===== src/hw/adcpr_pkg.sv =====
// Package for the converter port configuration and result control block.
// Assumes a 32-bit APB slave with word-aligned registers.
package adcpr_pkg;

    // ****************************************
    // Register indices; byte address is four times the index
    // ****************************************
    localparam logic [7:0] IDX_RES_HI = 8'h1E;
    localparam logic [7:0] IDX_RES_LO = 8'h9E;
    localparam logic [7:0] IDX_CTRL = 8'h1F;
    localparam logic [7:0] IDX_PCFG = 8'h9F;
    localparam logic [7:0] IDX_STAT = 8'h0C;
    localparam int ADDR_W = 12;
    localparam logic [11:0] ADDR_RES_HI = {2'h0, IDX_RES_HI, 2'h0};
    localparam logic [11:0] ADDR_RES_LO = {2'h0, IDX_RES_LO, 2'h0};
    localparam logic [11:0] ADDR_CTRL = {2'h0, IDX_CTRL, 2'h0};
    localparam logic [11:0] ADDR_PCFG = {2'h0, IDX_PCFG, 2'h0};
    localparam logic [11:0] ADDR_STAT = {2'h0, IDX_STAT, 2'h0};

    // ****************************************
    // Field positions and reset values
    // ****************************************
    localparam int CTRL_CS_HI = 7;
    localparam int CTRL_CS_LO = 6;
    localparam int CTRL_CH_HI = 5;
    localparam int CTRL_CH_LO = 3;
    localparam int CTRL_GO = 2;
    localparam int CTRL_ON = 0;
    localparam logic [7:0] CTRL_WMASK = 8'hFD;
    localparam int PCFG_JUST = 7;
    localparam logic [7:0] PCFG_WMASK = 8'h8F;
    localparam int STAT_DONE = 6;
    localparam logic [7:0] CTRL_RESET = 8'h00;
    localparam logic [7:0] PCFG_RESET = 8'h00;
    localparam logic [7:0] RES_RESET = 8'h00;

    // ****************************************
    // Timing counts in bit conversion periods and clocks
    // ****************************************
    localparam logic [3:0] TAD_PER_CONV = 4'hC;
    localparam logic [3:0] TAD_POST_WAIT = 4'h2;
    localparam logic [1:0] CS_DIV2 = 2'h0;
    localparam logic [1:0] CS_DIV8 = 2'h1;
    localparam logic [1:0] CS_DIV32 = 2'h2;
    localparam logic [4:0] DIV2_LAST = 5'h01;
    localparam logic [4:0] DIV8_LAST = 5'h07;
    localparam logic [4:0] DIV32_LAST = 5'h1F;
    localparam logic [9:0] SAR_MSB = 10'h200;

    typedef enum logic [1:0] {
        ST_OFF = 2'b00,
        ST_ACQ = 2'b01,
        ST_CONV = 2'b10,
        ST_WAIT = 2'b11
    } adcpr_state_t;

    typedef struct packed {
        logic [7:0] analog;
        logic vref_p_ext;
        logic vref_n_ext;
    } adcpr_pins_t;

    typedef struct packed {
        logic [7:0] high;
        logic [7:0] low;
    } adcpr_result_t;

    // Per-pin analog mask and reference sources for a port code
    function automatic adcpr_pins_t adcpr_decode(input logic [3:0] code);
        adcpr_pins_t p;
        p = '{analog: 8'h00, vref_p_ext: 1'b0, vref_n_ext: 1'b0};
        unique case (code)
            4'h0: p = '{8'hFF, 1'b0, 1'b0};
            4'h1: p = '{8'hF7, 1'b1, 1'b0};
            4'h2: p = '{8'h1F, 1'b0, 1'b0};
            4'h3: p = '{8'h17, 1'b1, 1'b0};
            4'h4: p = '{8'h0B, 1'b0, 1'b0};
            4'h5: p = '{8'h03, 1'b1, 1'b0};
            4'h6, 4'h7: p = '{8'h00, 1'b0, 1'b0};
            4'h8: p = '{8'hF3, 1'b1, 1'b1};
            4'h9: p = '{8'h3F, 1'b0, 1'b0};
            4'hA: p = '{8'h37, 1'b1, 1'b0};
            4'hB: p = '{8'h33, 1'b1, 1'b1};
            4'hC: p = '{8'h13, 1'b1, 1'b1};
            4'hD: p = '{8'h03, 1'b1, 1'b1};
            4'hE: p = '{8'h01, 1'b0, 1'b0};
            4'hF: p = '{8'h01, 1'b1, 1'b1};
        endcase
        return p;
    endfunction

    // Place a 10-bit result in the byte pair, extra bits zero
    function automatic adcpr_result_t adcpr_justify(input logic right,
                                                   input logic [9:0] r);
        adcpr_result_t v;
        if (right) begin
            v = '{high: {6'h00, r[9:8]}, low: r[7:0]};
        end else begin
            v = '{high: r[9:2], low: {r[1:0], 6'h00}};
        end
        return v;
    endfunction

endpackage


===== src/hw/adcpr_top.sv =====
// Converter control: port configuration, SAR sequencing, result pair.
// Assumes an APB master on CLK_I and an analog comparator and RC
// oscillator whose outputs arrive asynchronously on pins.
//
// What this block does
// - Justify bit one: result high byte upper six bits read zero.
// - Justify bit zero: result low byte lower six bits read zero.
// - Port configuration bits six to four read as zero.
// - Port code decodes to eight per-pin analog or digital selects.
// - Port code picks references: supply or pin three, ground or pin two.
// - Completion loads the 10-bit result into the byte pair.
// - Completion clears start/busy bit two and sets the done flag.
// - Two bit periods pass after a conversion before sampling again.
// - Hold capacitor stays disconnected during that two-period wait.
// - Hold capacitor is never discharged at conversion end.
// - Writing start while powered starts; bit reads one while busy.
// - Clock select: 2, 8, 32 system clocks, or RC oscillator.
// - Clearing start mid-conversion aborts; result pair is kept.
// - A conversion lasts twelve bit periods, or eleven and part of one on the RC oscillator.
//
// Local design decision: the APB interface to the registers.
`timescale 1ns/1ps
`default_nettype none

module adcpr_top
    import adcpr_pkg::*;
(
    input wire logic CLK_I,
    input wire logic RESET_N_I,
    input wire logic PSEL_I,
    input wire logic PENABLE_I,
    input wire logic PWRITE_I,
    input wire logic [ADDR_W-1:0] PADDR_I,
    input wire logic [31:0] PWDATA_I,
    input wire logic [3:0] PSTRB_I,
    output logic [31:0] PRDATA_O,
    output logic PREADY_O,
    output logic PSLVERR_O,
    input wire logic COMP_I,
    input wire logic RC_CLK_I,
    output logic SAMPLE_O,
    output logic [9:0] SAR_CODE_O,
    output logic [2:0] CHAN_SEL_O,
    output logic [7:0] ANALOG_EN_O,
    output logic VREF_P_EXT_O,
    output logic VREF_N_EXT_O,
    output logic POWER_O,
    output logic DONE_O
);

    // ****************************************
    // Registers and internal state
    // ****************************************
    logic [7:0] ctrl;
    logic [7:0] pcfg;
    adcpr_result_t result;
    logic done_flag;
    adcpr_state_t state;
    adcpr_state_t next_state;
    logic [4:0] div_cnt;
    logic [3:0] tad_cnt;
    logic [9:0] sar;
    logic comp_s1;
    logic comp_s2;
    logic rc_s1;
    logic rc_s2;
    logic rc_s3;
    logic tad_tick;
    logic [4:0] div_last;
    logic conv_end;
    logic abort;
    logic wr_en;
    logic acc_en;
    logic [7:0] wbyte;
    logic [7:0] rbyte;
    logic mapped;
    logic [3:0] bit_idx;
    adcpr_pins_t pins;

    // ****************************************
    // Pin synchronisers
    // ****************************************
    always_ff @(posedge CLK_I) begin
        if (!RESET_N_I) begin
            comp_s1 <= 1'b0;
            comp_s2 <= 1'b0;
        end else begin
            comp_s1 <= COMP_I;
            comp_s2 <= comp_s1;
        end
    end

    always_ff @(posedge CLK_I) begin
        if (!RESET_N_I) begin
            rc_s1 <= 1'b0;
            rc_s2 <= 1'b0;
            rc_s3 <= 1'b0;
        end else begin
            rc_s1 <= RC_CLK_I;
            rc_s2 <= rc_s1;
            rc_s3 <= rc_s2;
        end
    end

    // ****************************************
    // APB decode
    // ****************************************
    assign acc_en = PSEL_I && PENABLE_I && PREADY_O;
    assign wr_en = acc_en && PWRITE_I && PSTRB_I[0];
    assign wbyte = PWDATA_I[7:0];

    always_comb begin
        mapped = 1'b1;
        rbyte = 8'h00;
        unique case (PADDR_I)
            ADDR_CTRL: rbyte = ctrl;
            ADDR_PCFG: rbyte = pcfg & PCFG_WMASK;
            ADDR_RES_HI: rbyte = result.high;
            ADDR_RES_LO: rbyte = result.low;
            ADDR_STAT: rbyte = {1'b0, done_flag, 6'h00};
            default: mapped = 1'b0;
        endcase
    end

    // Answer one cycle into the access phase
    always_ff @(posedge CLK_I) begin
        if (!RESET_N_I) begin
            PREADY_O <= 1'b0;
            PSLVERR_O <= 1'b0;
            PRDATA_O <= 32'h0000_0000;
        end else begin
            PREADY_O <= PSEL_I && PENABLE_I && !PREADY_O;
            PSLVERR_O <= PSEL_I && PENABLE_I && !PREADY_O && !mapped;
            if (PSEL_I && PENABLE_I && !PREADY_O && !PWRITE_I) begin
                PRDATA_O <= {24'h00_0000, rbyte};
            end
        end
    end

    // ****************************************
    // Bit period divider
    // ****************************************
    always_comb begin
        unique case (ctrl[CTRL_CS_HI:CTRL_CS_LO])
            CS_DIV2: div_last = DIV2_LAST;
            CS_DIV8: div_last = DIV8_LAST;
            CS_DIV32: div_last = DIV32_LAST;
            default: div_last = DIV32_LAST;
        endcase
    end

    always_comb begin
        if (ctrl[CTRL_CS_HI:CTRL_CS_LO] == 2'h3) begin
            tad_tick = rc_s2 && !rc_s3;
        end else begin
            tad_tick = (div_cnt >= div_last);
        end
    end

    always_ff @(posedge CLK_I) begin
        if (!RESET_N_I) begin
            div_cnt <= 5'h00;
        end else if (state == ST_OFF || state == ST_ACQ || tad_tick
                     || abort) begin
            div_cnt <= 5'h00;
        end else begin
            div_cnt <= div_cnt + 5'h01;
        end
    end

    // ****************************************
    // Sequencer
    // ****************************************
    assign conv_end = (state == ST_CONV) && tad_tick
                      && (tad_cnt == TAD_PER_CONV - 4'h1);
    assign abort = (state == ST_CONV) && wr_en && (PADDR_I == ADDR_CTRL)
                   && !wbyte[CTRL_GO];

    always_comb begin
        next_state = state;
        unique case (state)
            ST_OFF: begin
                if (ctrl[CTRL_ON]) begin
                    next_state = ST_ACQ;
                end
            end
            ST_ACQ: begin
                if (ctrl[CTRL_GO]) begin
                    next_state = ST_CONV;
                end
            end
            ST_CONV: begin
                if (conv_end || abort) begin
                    next_state = ST_WAIT;
                end
            end
            ST_WAIT: begin
                if (tad_tick && tad_cnt == TAD_POST_WAIT - 4'h1) begin
                    next_state = ST_ACQ;
                end
            end
        endcase
        if (!ctrl[CTRL_ON]) begin
            next_state = ST_OFF;
        end
    end

    always_ff @(posedge CLK_I) begin
        if (!RESET_N_I) begin
            state <= ST_OFF;
        end else begin
            state <= next_state;
        end
    end

    always_ff @(posedge CLK_I) begin
        if (!RESET_N_I) begin
            tad_cnt <= 4'h0;
        end else if (state != next_state) begin
            tad_cnt <= 4'h0;
        end else if (tad_tick) begin
            tad_cnt <= tad_cnt + 4'h1;
        end
    end

    // ****************************************
    // Successive approximation
    // ****************************************
    assign bit_idx = 4'hA - tad_cnt;

    always_ff @(posedge CLK_I) begin
        if (!RESET_N_I) begin
            sar <= 10'h000;
        end else if (state == ST_ACQ) begin
            sar <= SAR_MSB;
        end else if (state == ST_CONV && tad_tick && tad_cnt >= 4'h1
                     && tad_cnt <= 4'hA) begin
            sar[bit_idx] <= comp_s2;
            if (bit_idx != 4'h0) begin
                sar[bit_idx - 4'h1] <= 1'b1;
            end
        end
    end

    // ****************************************
    // Control register
    // ****************************************
    always_ff @(posedge CLK_I) begin
        if (!RESET_N_I) begin
            ctrl <= CTRL_RESET;
        end else begin
            if (wr_en && PADDR_I == ADDR_CTRL) begin
                ctrl <= wbyte & CTRL_WMASK;
                if (!ctrl[CTRL_ON]) begin
                    ctrl[CTRL_GO] <= 1'b0;
                end
            end
            if (conv_end) begin
                ctrl[CTRL_GO] <= 1'b0;
            end
        end
    end

    always_ff @(posedge CLK_I) begin
        if (!RESET_N_I) begin
            pcfg <= PCFG_RESET;
        end else if (wr_en && PADDR_I == ADDR_PCFG) begin
            pcfg <= wbyte & PCFG_WMASK;
        end
    end

    // ****************************************
    // Result pair and done flag
    // ****************************************
    always_ff @(posedge CLK_I) begin
        if (!RESET_N_I) begin
            result <= '{high: RES_RESET, low: RES_RESET};
        end else if (conv_end) begin
            result <= adcpr_justify(pcfg[PCFG_JUST], sar);
        end else begin
            if (wr_en && PADDR_I == ADDR_RES_HI) begin
                result.high <= wbyte;
            end
            if (wr_en && PADDR_I == ADDR_RES_LO) begin
                result.low <= wbyte;
            end
        end
    end

    always_ff @(posedge CLK_I) begin
        if (!RESET_N_I) begin
            done_flag <= 1'b0;
        end else if (conv_end) begin
            done_flag <= 1'b1;
        end else if (wr_en && PADDR_I == ADDR_STAT) begin
            done_flag <= wbyte[STAT_DONE];
        end
    end

    // ****************************************
    // Analog side outputs
    // ****************************************
    assign pins = adcpr_decode(pcfg[3:0]);

    always_ff @(posedge CLK_I) begin
        if (!RESET_N_I) begin
            ANALOG_EN_O <= 8'hFF;
            VREF_P_EXT_O <= 1'b0;
            VREF_N_EXT_O <= 1'b0;
        end else begin
            ANALOG_EN_O <= pins.analog;
            VREF_P_EXT_O <= pins.vref_p_ext;
            VREF_N_EXT_O <= pins.vref_n_ext;
        end
    end

    // No discharge path exists; sampling switch only
    always_ff @(posedge CLK_I) begin
        if (!RESET_N_I) begin
            SAMPLE_O <= 1'b0;
        end else begin
            SAMPLE_O <= (next_state == ST_ACQ);
        end
    end

    always_ff @(posedge CLK_I) begin
        if (!RESET_N_I) begin
            SAR_CODE_O <= 10'h000;
            CHAN_SEL_O <= 3'h0;
            POWER_O <= 1'b0;
            DONE_O <= 1'b0;
        end else begin
            SAR_CODE_O <= sar;
            CHAN_SEL_O <= ctrl[CTRL_CH_HI:CTRL_CH_LO];
            POWER_O <= ctrl[CTRL_ON];
            DONE_O <= done_flag;
        end
    end

endmodule

`default_nettype wire


===== config.mk =====
export PLATFORM = sky130hd
export DESIGN_NAME = adcpr_top
export DESIGN_NICKNAME = d
export VERILOG_FILES = /design/src/hw/adcpr_pkg.sv /design/src/hw/adcpr_top.sv
export SDC_FILE = /design/constraint.sdc
export NUM_CORES = 1
export LEC_CHECK = 0
export ABC_AREA = 1
export BUFFER_PORTS_ARGS = -buffer_cell sky130_fd_sc_hd__buf_2
export CAP_MARGIN = 30
export CORE_UTILIZATION = 53
export DETAILED_ROUTE_END_ITERATION = 10
export HOLD_SLACK_MARGIN = 0.08
export PLACE_DENSITY = 0.8
export SETUP_SLACK_MARGIN = 0.2
export SLEW_MARGIN = 20
export SYNTH_ARGS = -nofsm -noshare
export SYNTH_HDL_FRONTEND = slang
export SYNTH_SLANG_ARGS = --single-unit

===== constraint.sdc =====
create_clock -name CLK_I -period 2.35 [get_ports CLK_I]
set_input_delay 0.235 -clock CLK_I [delete_from_list [all_inputs] [get_ports CLK_I]]
set_output_delay 0.235 -clock CLK_I [all_outputs]
set_load 0.05 [all_outputs]

==> summary by stage, run 1 <==
Run status
The run finished with clean final reports.

Die
The initial utilization of the core area, before any placement, comes to 0.553. The width of the die is 95.0 um. The area enclosed by the die boundary is 9030 sq um. The die boundary height is 95.0 um. The site row count is 33. After floorplanning, the core was sized to cover 8300 sq um. In this run the count of I/O pins placed on the die edge is 115.

Clocking
The total number of H-tree levels is 3. The clock passes through at most 2 buffers. At the later pin of the worst-skew pair, clock insertion delay measures 0.37 ns. After clock tree synthesis, the clock-pin slew on the worst setup and hold paths is 0.10 ns. The sink count of the clock tree is 90.

The number of CTS-inserted buffers is 9. The clock tree from TritonCTS is done. CTS placed an instance of clkbuf_8 at the clock tree root.

Pwr
For this design the static power due to leakage is 2.52 nW. IR analysis of the VDD net gives a maximum drop of 274 uV. Internal power comes to 2.01 mW. The power per standard cell area is 528 nW/um^2. The relative contribution of the clock network to total power is 0.372. For this design the total switching power over the nets is 734 uW. The sequential cell fraction of total power is 0.557. Of the total power, the share spent switching nets is 0.267. Of the total power, combinational logic draws 0.070.

Routing
The average wire per standard cell is 12.8 um. The via count is 4192. The detailed-router iteration count before antenna repair is 5. After the first detailed-routing iteration, the DRC count stood at 184. The count of nets left with antenna violations once routing finished came out at 0.

For this run, design rule violations remaining after detail routing come to 0. The total wire length is 10.6 mm. Using the TritonRoute via totals, the vias-per-cell ratio works out to 5.09.

Final layout
The most common library cell in the layout ignoring fill and taps is nand2_1. The number of fill cells is 775. The count of inserted antenna diode cells is 0. The final layout contains 785 nets. The utilization after layout is 0.627. In the final layout, the share of cells above drive strength 1 is 0.187.

The area overhead of the layout relative to synthesis is 13.5%. The library cells used most frequently in the layout, excluding fill and tap cells, are nand2_1, dfxtp_1, inv_1.

STA
Setup repair after global routing left no endpoint under its margin. Clock skew on the completed layout was measured at 0.0109 ns. Of the available clock period, the critical path in the final layout requires 0.863. The smallest clock period supported by the final layout is computed as 2.03 ns. The headroom to the max-slew limit is 0.595.

The final-report hold violation count is 0. Setup violations remaining at the end of the flow were counted as 0. In the final timing run, aggregate negative setup slack is 0 ns. The max-slew violation total from the final report is 0. At the pin with the least slew margin, the transition time is 0.605 ns. The maximum achievable frequency is 493 MHz.

Global route
The pin count of the biggest net entering global routing is 49. In the global route stage, overall resource usage came out at 0.250. The number of antenna violations at the first check in global routing was 0.

The number of global-route vias before repair is 3873. The total overflow left after global routing is 0. The first global-routing pass estimated 17.6 mm of wire.

Yosys
Of the synthesized area, sequential elements account for 0.393. The count of flip-flops with a built-in enable after synthesis is 0. In this run the cell area of the synthesized design comes to 4590 sq um. Yosys mapped the design onto 46 distinct sky130hd cell types. Counting flops and latches in the post-synthesis netlist gives 90. The post-synthesis async set-or-reset flop share is 0. The mean area per synthesized cell is 7.16 sq um. After technology mapping, the gate count stands at 641.

Of the post-synthesis cell area, the dominant cell type holds 0.393. The dominant synthesized flop cell is dfxtp_1. Yosys attributes the largest share of cell area to dfxtp_1, nand2_1, inv_1. During synthesis, Yosys emitted a total of 0 warnings.

The biggest area contributor in the post-synthesis netlist is dfxtp_1.

Min path
The path class of the tightest hold or removal check is input pin to register. The number of cells traversed by the worst hold path is 3.

Placement
The total half-perimeter wirelength after legalization and detailed placement is 7.85 mm. The congestion estimate from routability-driven global placement came to 0.905. In this run the tool buffered the top-level ports with 63 buffer cells.

Setup path
The category of the critical setup timing path is register to register. The highest net fanout along the worst path is 13. STA classifies the critical path startpoint as a register. The arrival time reported for the critical path endpoint is 2.30 ns. STA classifies the critical path endpoint as a register. Measured in cells, the most critical reg-to-reg path has a length of 13. The required time of the worst setup path is 2.62 ns. The setup check on the worst reg-to-reg path leaves a slack of 0.32 ns.

Job
The number of max-cap violations is 0.
## power by group through the flow
stage / combinational (mW) / sequential, mW / clock [mW]
global placement: 0.186 / 1.57 / 0
CTS: 0.192 / 1.53 / 1.03
detailed placement: 0.189 / 1.57 / 0
global route: 0.208 / 1.53 / 1.10
finish: 0.193 / 1.53 / 1.02
floorplan: 0.168 / 1.57 / 0
## layout make-up
| class | count | area (sq um) | area share |
|---|---|---|---|
| clock buffer | 11 | 151 | 0.0291 |
| sequential | 90 | 1800 | 0.346 |
| multi-input combinational | 452 | 2340 | 0.449 |
| inverter | 84 | 317 | 0.0608 |
| timing repair buffer | 76 | 430 | 0.0827 |
| tap | 105 | 131 | 0.0252 |
| clock inverter | 5 | 37.5 | 0.00721 |
## worst max-delay path, stage by stage (launching register included)
cell and delay (ns):
dfxtp_1 0.38, inv_1 0.11, ha_1 0.31, nand2_1 0.05, nor2_1 0.09, nand2_1 0.07
nand2_2 0.12, nand4_4 0.11, buf_12 0.18, buf_4 0.14, nand2_1 0.12, nand4_1 0.14
nand2_1 0.08, inv_1 0.03
## what timing repair did
action	4_1_cts	5_1_grt
gates resized for setup	0	10
endpoints found under the setup margin	0	20
hold buffers	2	0
hold endpoints to repair	2	0
buffers inserted	0	5
## cell usage after synthesis (all sizes together), types with 2 or more instances
master	instances
ha	17
or2	2
o21ai	42
o211ai	2
nand4	14
clkinv	4
a21oi	31
nand2	171
nor3	5
clkbuf	5
o21bai	2
a31oi	7
nand3	33
dfxtp	90
buf	33
a211oi	2
inv	80
nor2	80
xor2	4
nand3b	8
## layer usage
metal  vias up  share of wire  global-route usage
met5         -              0                   0
met4         0          0.030               0.126
met3        26          0.055              0.0447
met2       143           0.49               0.436
met1      1897           0.42               0.293
li1       2126              -                   -
## through the flow
stage	hold WS, ns	instances	total power, mW	area (sq um)	setup slack [ns]
4_1_cts	0.113	818	2.75	5120	0.235
2_1_floorplan	0.333	664	1.74	4670	0.550
6_report	0.116	823	2.75	5210	0.322
5_1_grt	0.133	823	2.84	5210	0.198
3_5_place_dp	0.401	800	1.76	4910	0.258
3_3_place_gp	0.396	800	1.75	4910	0.322
## worst paths after layout
path	start	endpoint
setup / recovery	ctrl[7]$_SDFFE_PN0P_	result[6]$_SDFFE_PN0P_
hold / removal	PWDATA_I[4]	ctrl[4]$_SDFFE_PN0P_
setup reg to reg	ctrl[7]$_SDFFE_PN0P_	result[6]$_SDFFE_PN0P_
hold reg to reg	rc_s1$_SDFF_PN0_	rc_s2$_SDFF_PN0_
## state kept, by name, indices dropped and copies added, names as in the netlist, 2 cells and up
signal	flops
pcfg	5
result	16
SAR_CODE_O	10
CHAN_SEL_O	3
sar	10
tad_cnt	4
state	2
ANALOG_EN_O	7
div_cnt	5
ctrl	7
PRDATA_O	8
## kinds of logic after synthesis
group,synth area share
flops,0.393
simple gates,0.312
mux,0.00245
other cells,0.000817
xor+xnor,0.00954
buf+inv,0.125
fa+ha+maj,0.0464
compound gates,0.111
No activity file was read; power rests on OpenSTA's default activity.
==> run 2, diff against run 1 <==
- clock period: 2.35 -> 1.9 ns (I/O delays scaled with it)
==> summary by stage, run 2 (same netlist as run 1, synthesis figures left out) <==
Die
The width of the die came to 95.0 um (unchanged). The core region area came to 8300 sq um (unchanged). The initial standard-cell utilization of the core is 0.553 (unchanged). The site row count is 33 (unchanged).

The count of boundary I/O pins is 115 (unchanged). The die boundary height is 95.0 um (unchanged). The area enclosed by the die boundary is 9030 sq um (unchanged).

Final layout
The fraction of final layout cells sized beyond drive strength 1 is 0.288 (+0.102). The most common library cell in the layout ignoring fill and taps is nand2_1. The post-route cell area is 5690 sq um (+9.3%). The number of flip-flops under the largest register name is 16 (unchanged). In the layout the commonest cells are nand2_1, dfxtp_1, inv_1.

In the final layout, the registers with the most flip-flops are result x16, SAR_CODE_O x10, sar x10. The count of inserted antenna diode cells came to 0 (unchanged). The layout net count is 809 (+3.1%). From synthesis to final layout, the design area changed by 24.1%. Ranked by flip-flop count, first place goes to result.

Pwr
The combinational share of power is 0.072 (+0.002). The power per standard cell area is 622 nW/um^2 (+18%). The switching power total is 965 uW (+31%). The total power is 3.54 mW (+29%). The relative contribution of the clock network to total power was 0.394 (+0.022). The sequential cell fraction of total power is 0.534 (-0.023). The internal power is 2.58 mW (+28%).

The switching portion of total power came to 0.272 (+0.00514). The maximum ir drop on the vdd rail is 352 uV (+28%). The static power due to leakage is 2.70 nW (+7.0%).

Setup path
The arrival time reported for the critical path endpoint is 2.20 ns (-0.10 ns). The required time of the worst setup path came to 2.21 ns (-0.41 ns). The type of destination of the critical path is a register.

The highest net fanout along the worst path is 7 (-6). STA classifies the critical path startpoint as a register. The category of the critical setup timing path is register to register. The number of cells on the worst reg-to-reg path is 11 (-2).

Min path
The number of cells traversed by the worst hold path is 3 (unchanged). The classification of the worst-slack hold path is input pin to register.

STA
The final-report hold violation count came to 0 (unchanged). The max-slew violation total from the final report was 0 (unchanged). The maximum achievable frequency is 531 MHz (+7.6%). The post-layout worst setup margin is 0.0151 ns (-0.307 ns). The worst setup skew after layout came to 0.0103 ns (-0.000615 ns).

The measured slew at the worst slew-check pin came to 0.594 ns (-0.0103 ns). The final critical-path required period is 1.88 ns (-0.143 ns). The final period utilization came to 0.992 (+0.129). Setup repair after global routing could not meet its margin everywhere.

The number of setup violations in the final report is 0 (unchanged). The headroom to the max-slew limit is 0.602 (+0.00692).

Clocking
The number of CTS-inserted buffers is 9 (unchanged). The number of buffers on the longest clock path is 2 (unchanged). The total number of H-tree levels is 3 (unchanged). The clock latency on the worst-skew pair came to 0.38 ns (about the same).

The clock-pin transition on the worst setup and hold timing paths is 0.10 ns (about the same). The sink count of the clock tree is 90 (unchanged). The tree is rooted in a clkbuf_8. TritonCTS built the clock tree.

Global route
The pin count of the biggest net entering global routing is 35 (-29%). The total track usage is 0.268 (+0.0178). The overall overflow remaining after global route is 0 (unchanged). The number of global-route vias before repair is 4184 (+8.0%). The number of antenna violations at the first check in global routing is 0 (unchanged). The first-pass GRT wire length is 18.8 mm (+6.9%).

Placement
The worst slack at placement is -0.0490 ns (-0.307 ns). The total placed instance area came to 5010 sq um (+2.1%). The placer congestion estimate came to 0.901 (-0.40%).

The total half-perimeter wirelength after legalization and detailed placement was 7.77 mm (-0.98%). The count of buffers from port buffering is 63 (unchanged).

Routing
The via count is 4572 (+9.1%). The total wire length is 12.1 mm (+14%). The remaining antenna violation count is 0 (unchanged). The number of violations reported at the end of detailed-routing iteration 0 is 266 (+45%). The detailed-router iteration count before antenna repair is 5 (unchanged). The average wire per standard cell came to 14.2 um (+11%). The average vias per placed instance is 5.40 (+6.0%). The number of remaining DRC errors is 0 (unchanged).

Run status
The run finished with clean final reports.

Job
The number of max-cap violations came to 0 (unchanged).
## run 2: final timing paths
check	startpoint	endpoint	slack (ns)
hold / removal	PWDATA_I[4]	ctrl[4]$_SDFFE_PN0P_	0.08
setup / recovery	ctrl[7]$_SDFFE_PN0P_	result[5]$_SDFFE_PN0P_	0.02
setup reg to reg	ctrl[7]$_SDFFE_PN0P_	result[5]$_SDFFE_PN0P_	0.02
hold reg to reg	comp_s1$_SDFF_PN0_	comp_s2$_SDFF_PN0_	0.42
## run 2: worst max-delay path, cell delays in order (launching register included)
cell and delay [ns]:
dfxtp_4 0.40, nor2_4 0.05, ha_4 0.26, nor2_2 0.04, nor2_2 0.10, nand2_2 0.07, nand2_4 0.12, nand4_4 0.20
buf_4 0.24, nand2_4 0.09, o21ai_0 0.11, a21oi_2 0.13
## run 2: power by group through the flow
stage	Sequential, mW	Clock (mW)	Combinational, mW
global placement	1.94	0	0.232
global route	1.89	1.50	0.274
detailed placement	1.94	0	0.235
finish	1.89	1.39	0.255
floorplan	1.94	0	0.208
CTS	1.89	1.39	0.246
## run 2: area by class of cell
type | instances | area (sq um)
clock buffer | 9 | 124
clock inverter | 7 | 83.8
fill | 636 | 2610
inverter | 84 | 324
multi-input combinational | 456 | 2610
sequential | 90 | 1810
tap | 105 | 131
timing repair buffer | 96 | 612
## run 2: repair_timing
item	4_1_cts	5_1_grt
gates cloned	5	0
pin swaps	15	23
endpoints found under the hold margin	4	0
hold buffers	4	0
gates resized for setup	51	40
endpoints found under the setup margin	37	39
setup buffers	4	7
## run 2: per-layer routing
metal / vias up / GRT usage / wire [um]
li1: 2186 / - / -
met2: 207 / 0.476 / 6060
met3: 66 / 0.0606 / 693
met5: - / 0 / 0
met1: 2113 / 0.292 / 4730
met4: 0 / 0.154 / 588
## run 2: metrics by stage
stage          hold slack (ns)  instances  TNS [ns]  utilization
2_1_floorplan            0.288        664         0            -
3_3_place_gp             0.375        811         0        0.604
3_5_place_dp             0.380        811    -0.203        0.604
4_1_cts                 0.0813        840         0        0.664
5_1_grt                 0.0983        847    -0.859        0.686
6_report                0.0791        847         0        0.686
==> run 3, diff against run 2 <==
- PLACE_DENSITY: 0.8 -> 0.87
==> summary by stage, run 3 (same netlist as run 1, synthesis figures left out) <==
Run status
The run finished, with violations left. The checks that failed: setup timing.

Setup path
The required time of the worst setup path is 2.18 ns (-0.03 ns). The number of buffers and inverters on the critical path is 2 (+1). Among all stages on the critical path, the largest delay is contributed by dfxtp_4. The signal on the critical path passes through inv_4 > ha_4 > nand2_2 > nor2_2 > nand2_1 > nand2_2 > nand4_4 > nor2_4 > buf_6 > nand2_1 > a31oi_1. The highest net fanout along the worst path was 8 (+1). The number of cells on the worst reg-to-reg path is 11 (unchanged). The internal reg-to-reg setup slack is -0.18 ns (-0.19 ns). The worst setup path is captured at a register. The worst setup path is launched from a register. Among cell families on the critical path, the largest total delay comes from simple AND/OR/NAND/NOR gates. The peak per-stage delay on the critical path is 0.39 ns (about the same). The number of stages on the worst setup path is 11 (unchanged).

The arrival time reported for the critical path endpoint came to 2.36 ns (+0.16 ns). The worst setup path is of the register to register kind.

Placement
The number of placed instances with taps included is 812 (+0.12%). The total half-perimeter wirelength after legalization and detailed placement is 7.88 mm (+1.4%). The worst slack at placement is -0.0127 ns (+0.0363 ns). The placer congestion estimate is 0.938 (+4.1%). The count of buffers from port buffering is 63 (unchanged).

STA
The final period utilization is 1.09 (+0.102). The number of setup violations in the final report is 20 (+20). The measured slew at the worst slew-check pin is 0.553 ns (-0.0420 ns).

The post-layout worst setup margin is -0.178 ns (-0.193 ns). The tightest hold margin came to 0.0864 ns (+0.00730 ns). The final-report hold violation count came to 0 (unchanged).

Setup repair after global routing could not meet its margin everywhere. The max-slew violation total from the final report is 0 (unchanged). The final critical-path required period is 2.08 ns (+0.193 ns).

The maximum achievable frequency is 481 MHz (-9.3%). The headroom to the max-slew limit is 0.630 (+0.0281). The worst setup skew after layout was 0.00801 ns (-0.00232 ns).

Final layout
The count of inserted antenna diode cells is 0 (unchanged). In the layout the commonest cells are nand2_1, dfxtp_1, inv_1. The area overhead of the layout relative to synthesis is 21.1%. The number of flip-flops under the largest register name came to 16 (unchanged).

Leaving out fill and tap cells, the most frequent cell in the layout is nand2_1. The register with the most flip-flops in the final layout is result. The fraction of final layout cells sized beyond drive strength 1 is 0.260 (-0.0288). The layout net count is 799 (-1.2%). The largest registers in the layout are result x16, SAR_CODE_O x10, sar x10. The number of fill cells is 668 (+5.0%). The count of non-filler cells in the finished layout is 837 (-1.2%).

Global route
The overall overflow remaining after global route is 0 (unchanged). The pin count of the biggest net entering global routing came to 54 (+54%). The number of antenna violations at the first check in global routing is 0 (unchanged).

The number of global-route vias before repair is 4191 (+0.17%). The total track usage was 0.264 (-0.00387). The first-pass GRT wire length was 18.7 mm (-0.40%).

Clocking
The clock tree from TritonCTS is done. The number of buffers on the longest clock path is 2 (unchanged). The clock latency on the worst-skew pair is 0.36 ns (-0.02 ns). The total number of H-tree levels is 3 (unchanged). The number of CTS-inserted buffers was 9 (unchanged). The clock-pin transition on the worst setup and hold timing paths is 0.09 ns (about the same). The tree is rooted in a clkbuf_8. The sink count of the clock tree was 90 (unchanged).

Die
The area enclosed by the die boundary is 9030 sq um (unchanged). The width of the die came to 95.0 um (unchanged). The site row count is 33 (unchanged). The count of boundary I/O pins is 115 (unchanged). The initial standard-cell utilization of the core is 0.553 (unchanged). The core region area is 8300 sq um (unchanged). The die boundary height is 95.0 um (unchanged).

Min path
The number of cells traversed by the worst hold path was 3 (unchanged). The path class of the tightest hold or removal check is input pin to register.

Pwr
The static power due to leakage was 2.63 nW (-2.5%). The maximum ir drop on the vdd rail is 389 uV (+11%). The power per standard cell area is 628 nW/um^2 (+0.88%). The total power is 3.49 mW (-1.5%).

Routing
The remaining antenna violation count is 0 (unchanged). The average vias per placed instance is 5.40 (about the same). The detailed-router iteration count before antenna repair was 5 (unchanged). The via count is 4518 (-1.2%).

The number of violations reported at the end of detailed-routing iteration 0 is 336 (+26%). The number of remaining DRC errors is 0 (unchanged). The average wire per standard cell is 14.6 um (+2.4%).

The total wire length was 12.2 mm (+1.2%).

Job
The number of max-cap violations is 0 (unchanged).
[run 3: area by class of cell]
type | count | area (sq um) | area share
clock inverters | 7 | 73.8 | 0.0133
clock buffers | 9 | 124 | 0.0223
multi-input cells | 452 | 2520 | 0.454
inverters | 84 | 319 | 0.0574
repair buffers | 90 | 577 | 0.104
flip-flops and latches | 90 | 1810 | 0.326
well taps | 105 | 131 | 0.0236
[run 3: per-layer routing]
metal / track usage / wire [um]
met1: 0.301 / 4600
met3: 0.0423 / 943
met5: 0 / 0
met4: 0.122 / 575
met2: 0.480 / 6090
[run 3: tightest hold or removal path: stages]
cell and delay (ns):
buf_2 0.14, nand2_1 0.06, inv_1 0.03
[run 3: final timing paths]
kind / from / to
max reg2reg: ctrl[7]$_SDFFE_PN0P_ / result[4]$_SDFFE_PN0P_
min reg2reg: comp_s1$_SDFF_PN0_ / comp_s2$_SDFF_PN0_
min: RESET_N_I / rc_s1$_SDFF_PN0_
max: ctrl[7]$_SDFFE_PN0P_ / result[4]$_SDFFE_PN0P_
[run 3: what timing repair did]
item / in CTS / in global routing
setup buffers: 1 / 4
pin swaps: 8 / 27
hold buffers: 3 / 0
resized for setup: 19 / 51
endpoints found under the setup margin: 32 / 39
cloned: 0 / 1
endpoints found under the hold margin: 3 / 0
[run 3: power breakdown]
| part | switching, mW | leakage [nW] | total, mW | internal [mW] |
|---|---|---|---|---|
| Clock | 0.724 | 0.100 | 1.34 | 0.618 |
| Sequential | 0.00297 | 0.729 | 1.89 | 1.89 |
| Combinational | 0.203 | 1.81 | 0.256 | 0.0528 |
[run 3: through the flow]
stage          utilization  instance area, sq um  TNS, ns
2_1_floorplan            -                  4680        0
4_1_cts              0.644                  5350        0
6_report             0.670                  5560    -1.70
3_5_place_dp         0.606                  5030  -0.0127
3_3_place_gp         0.606                  5030        0
5_1_grt              0.670                  5560    -5.05
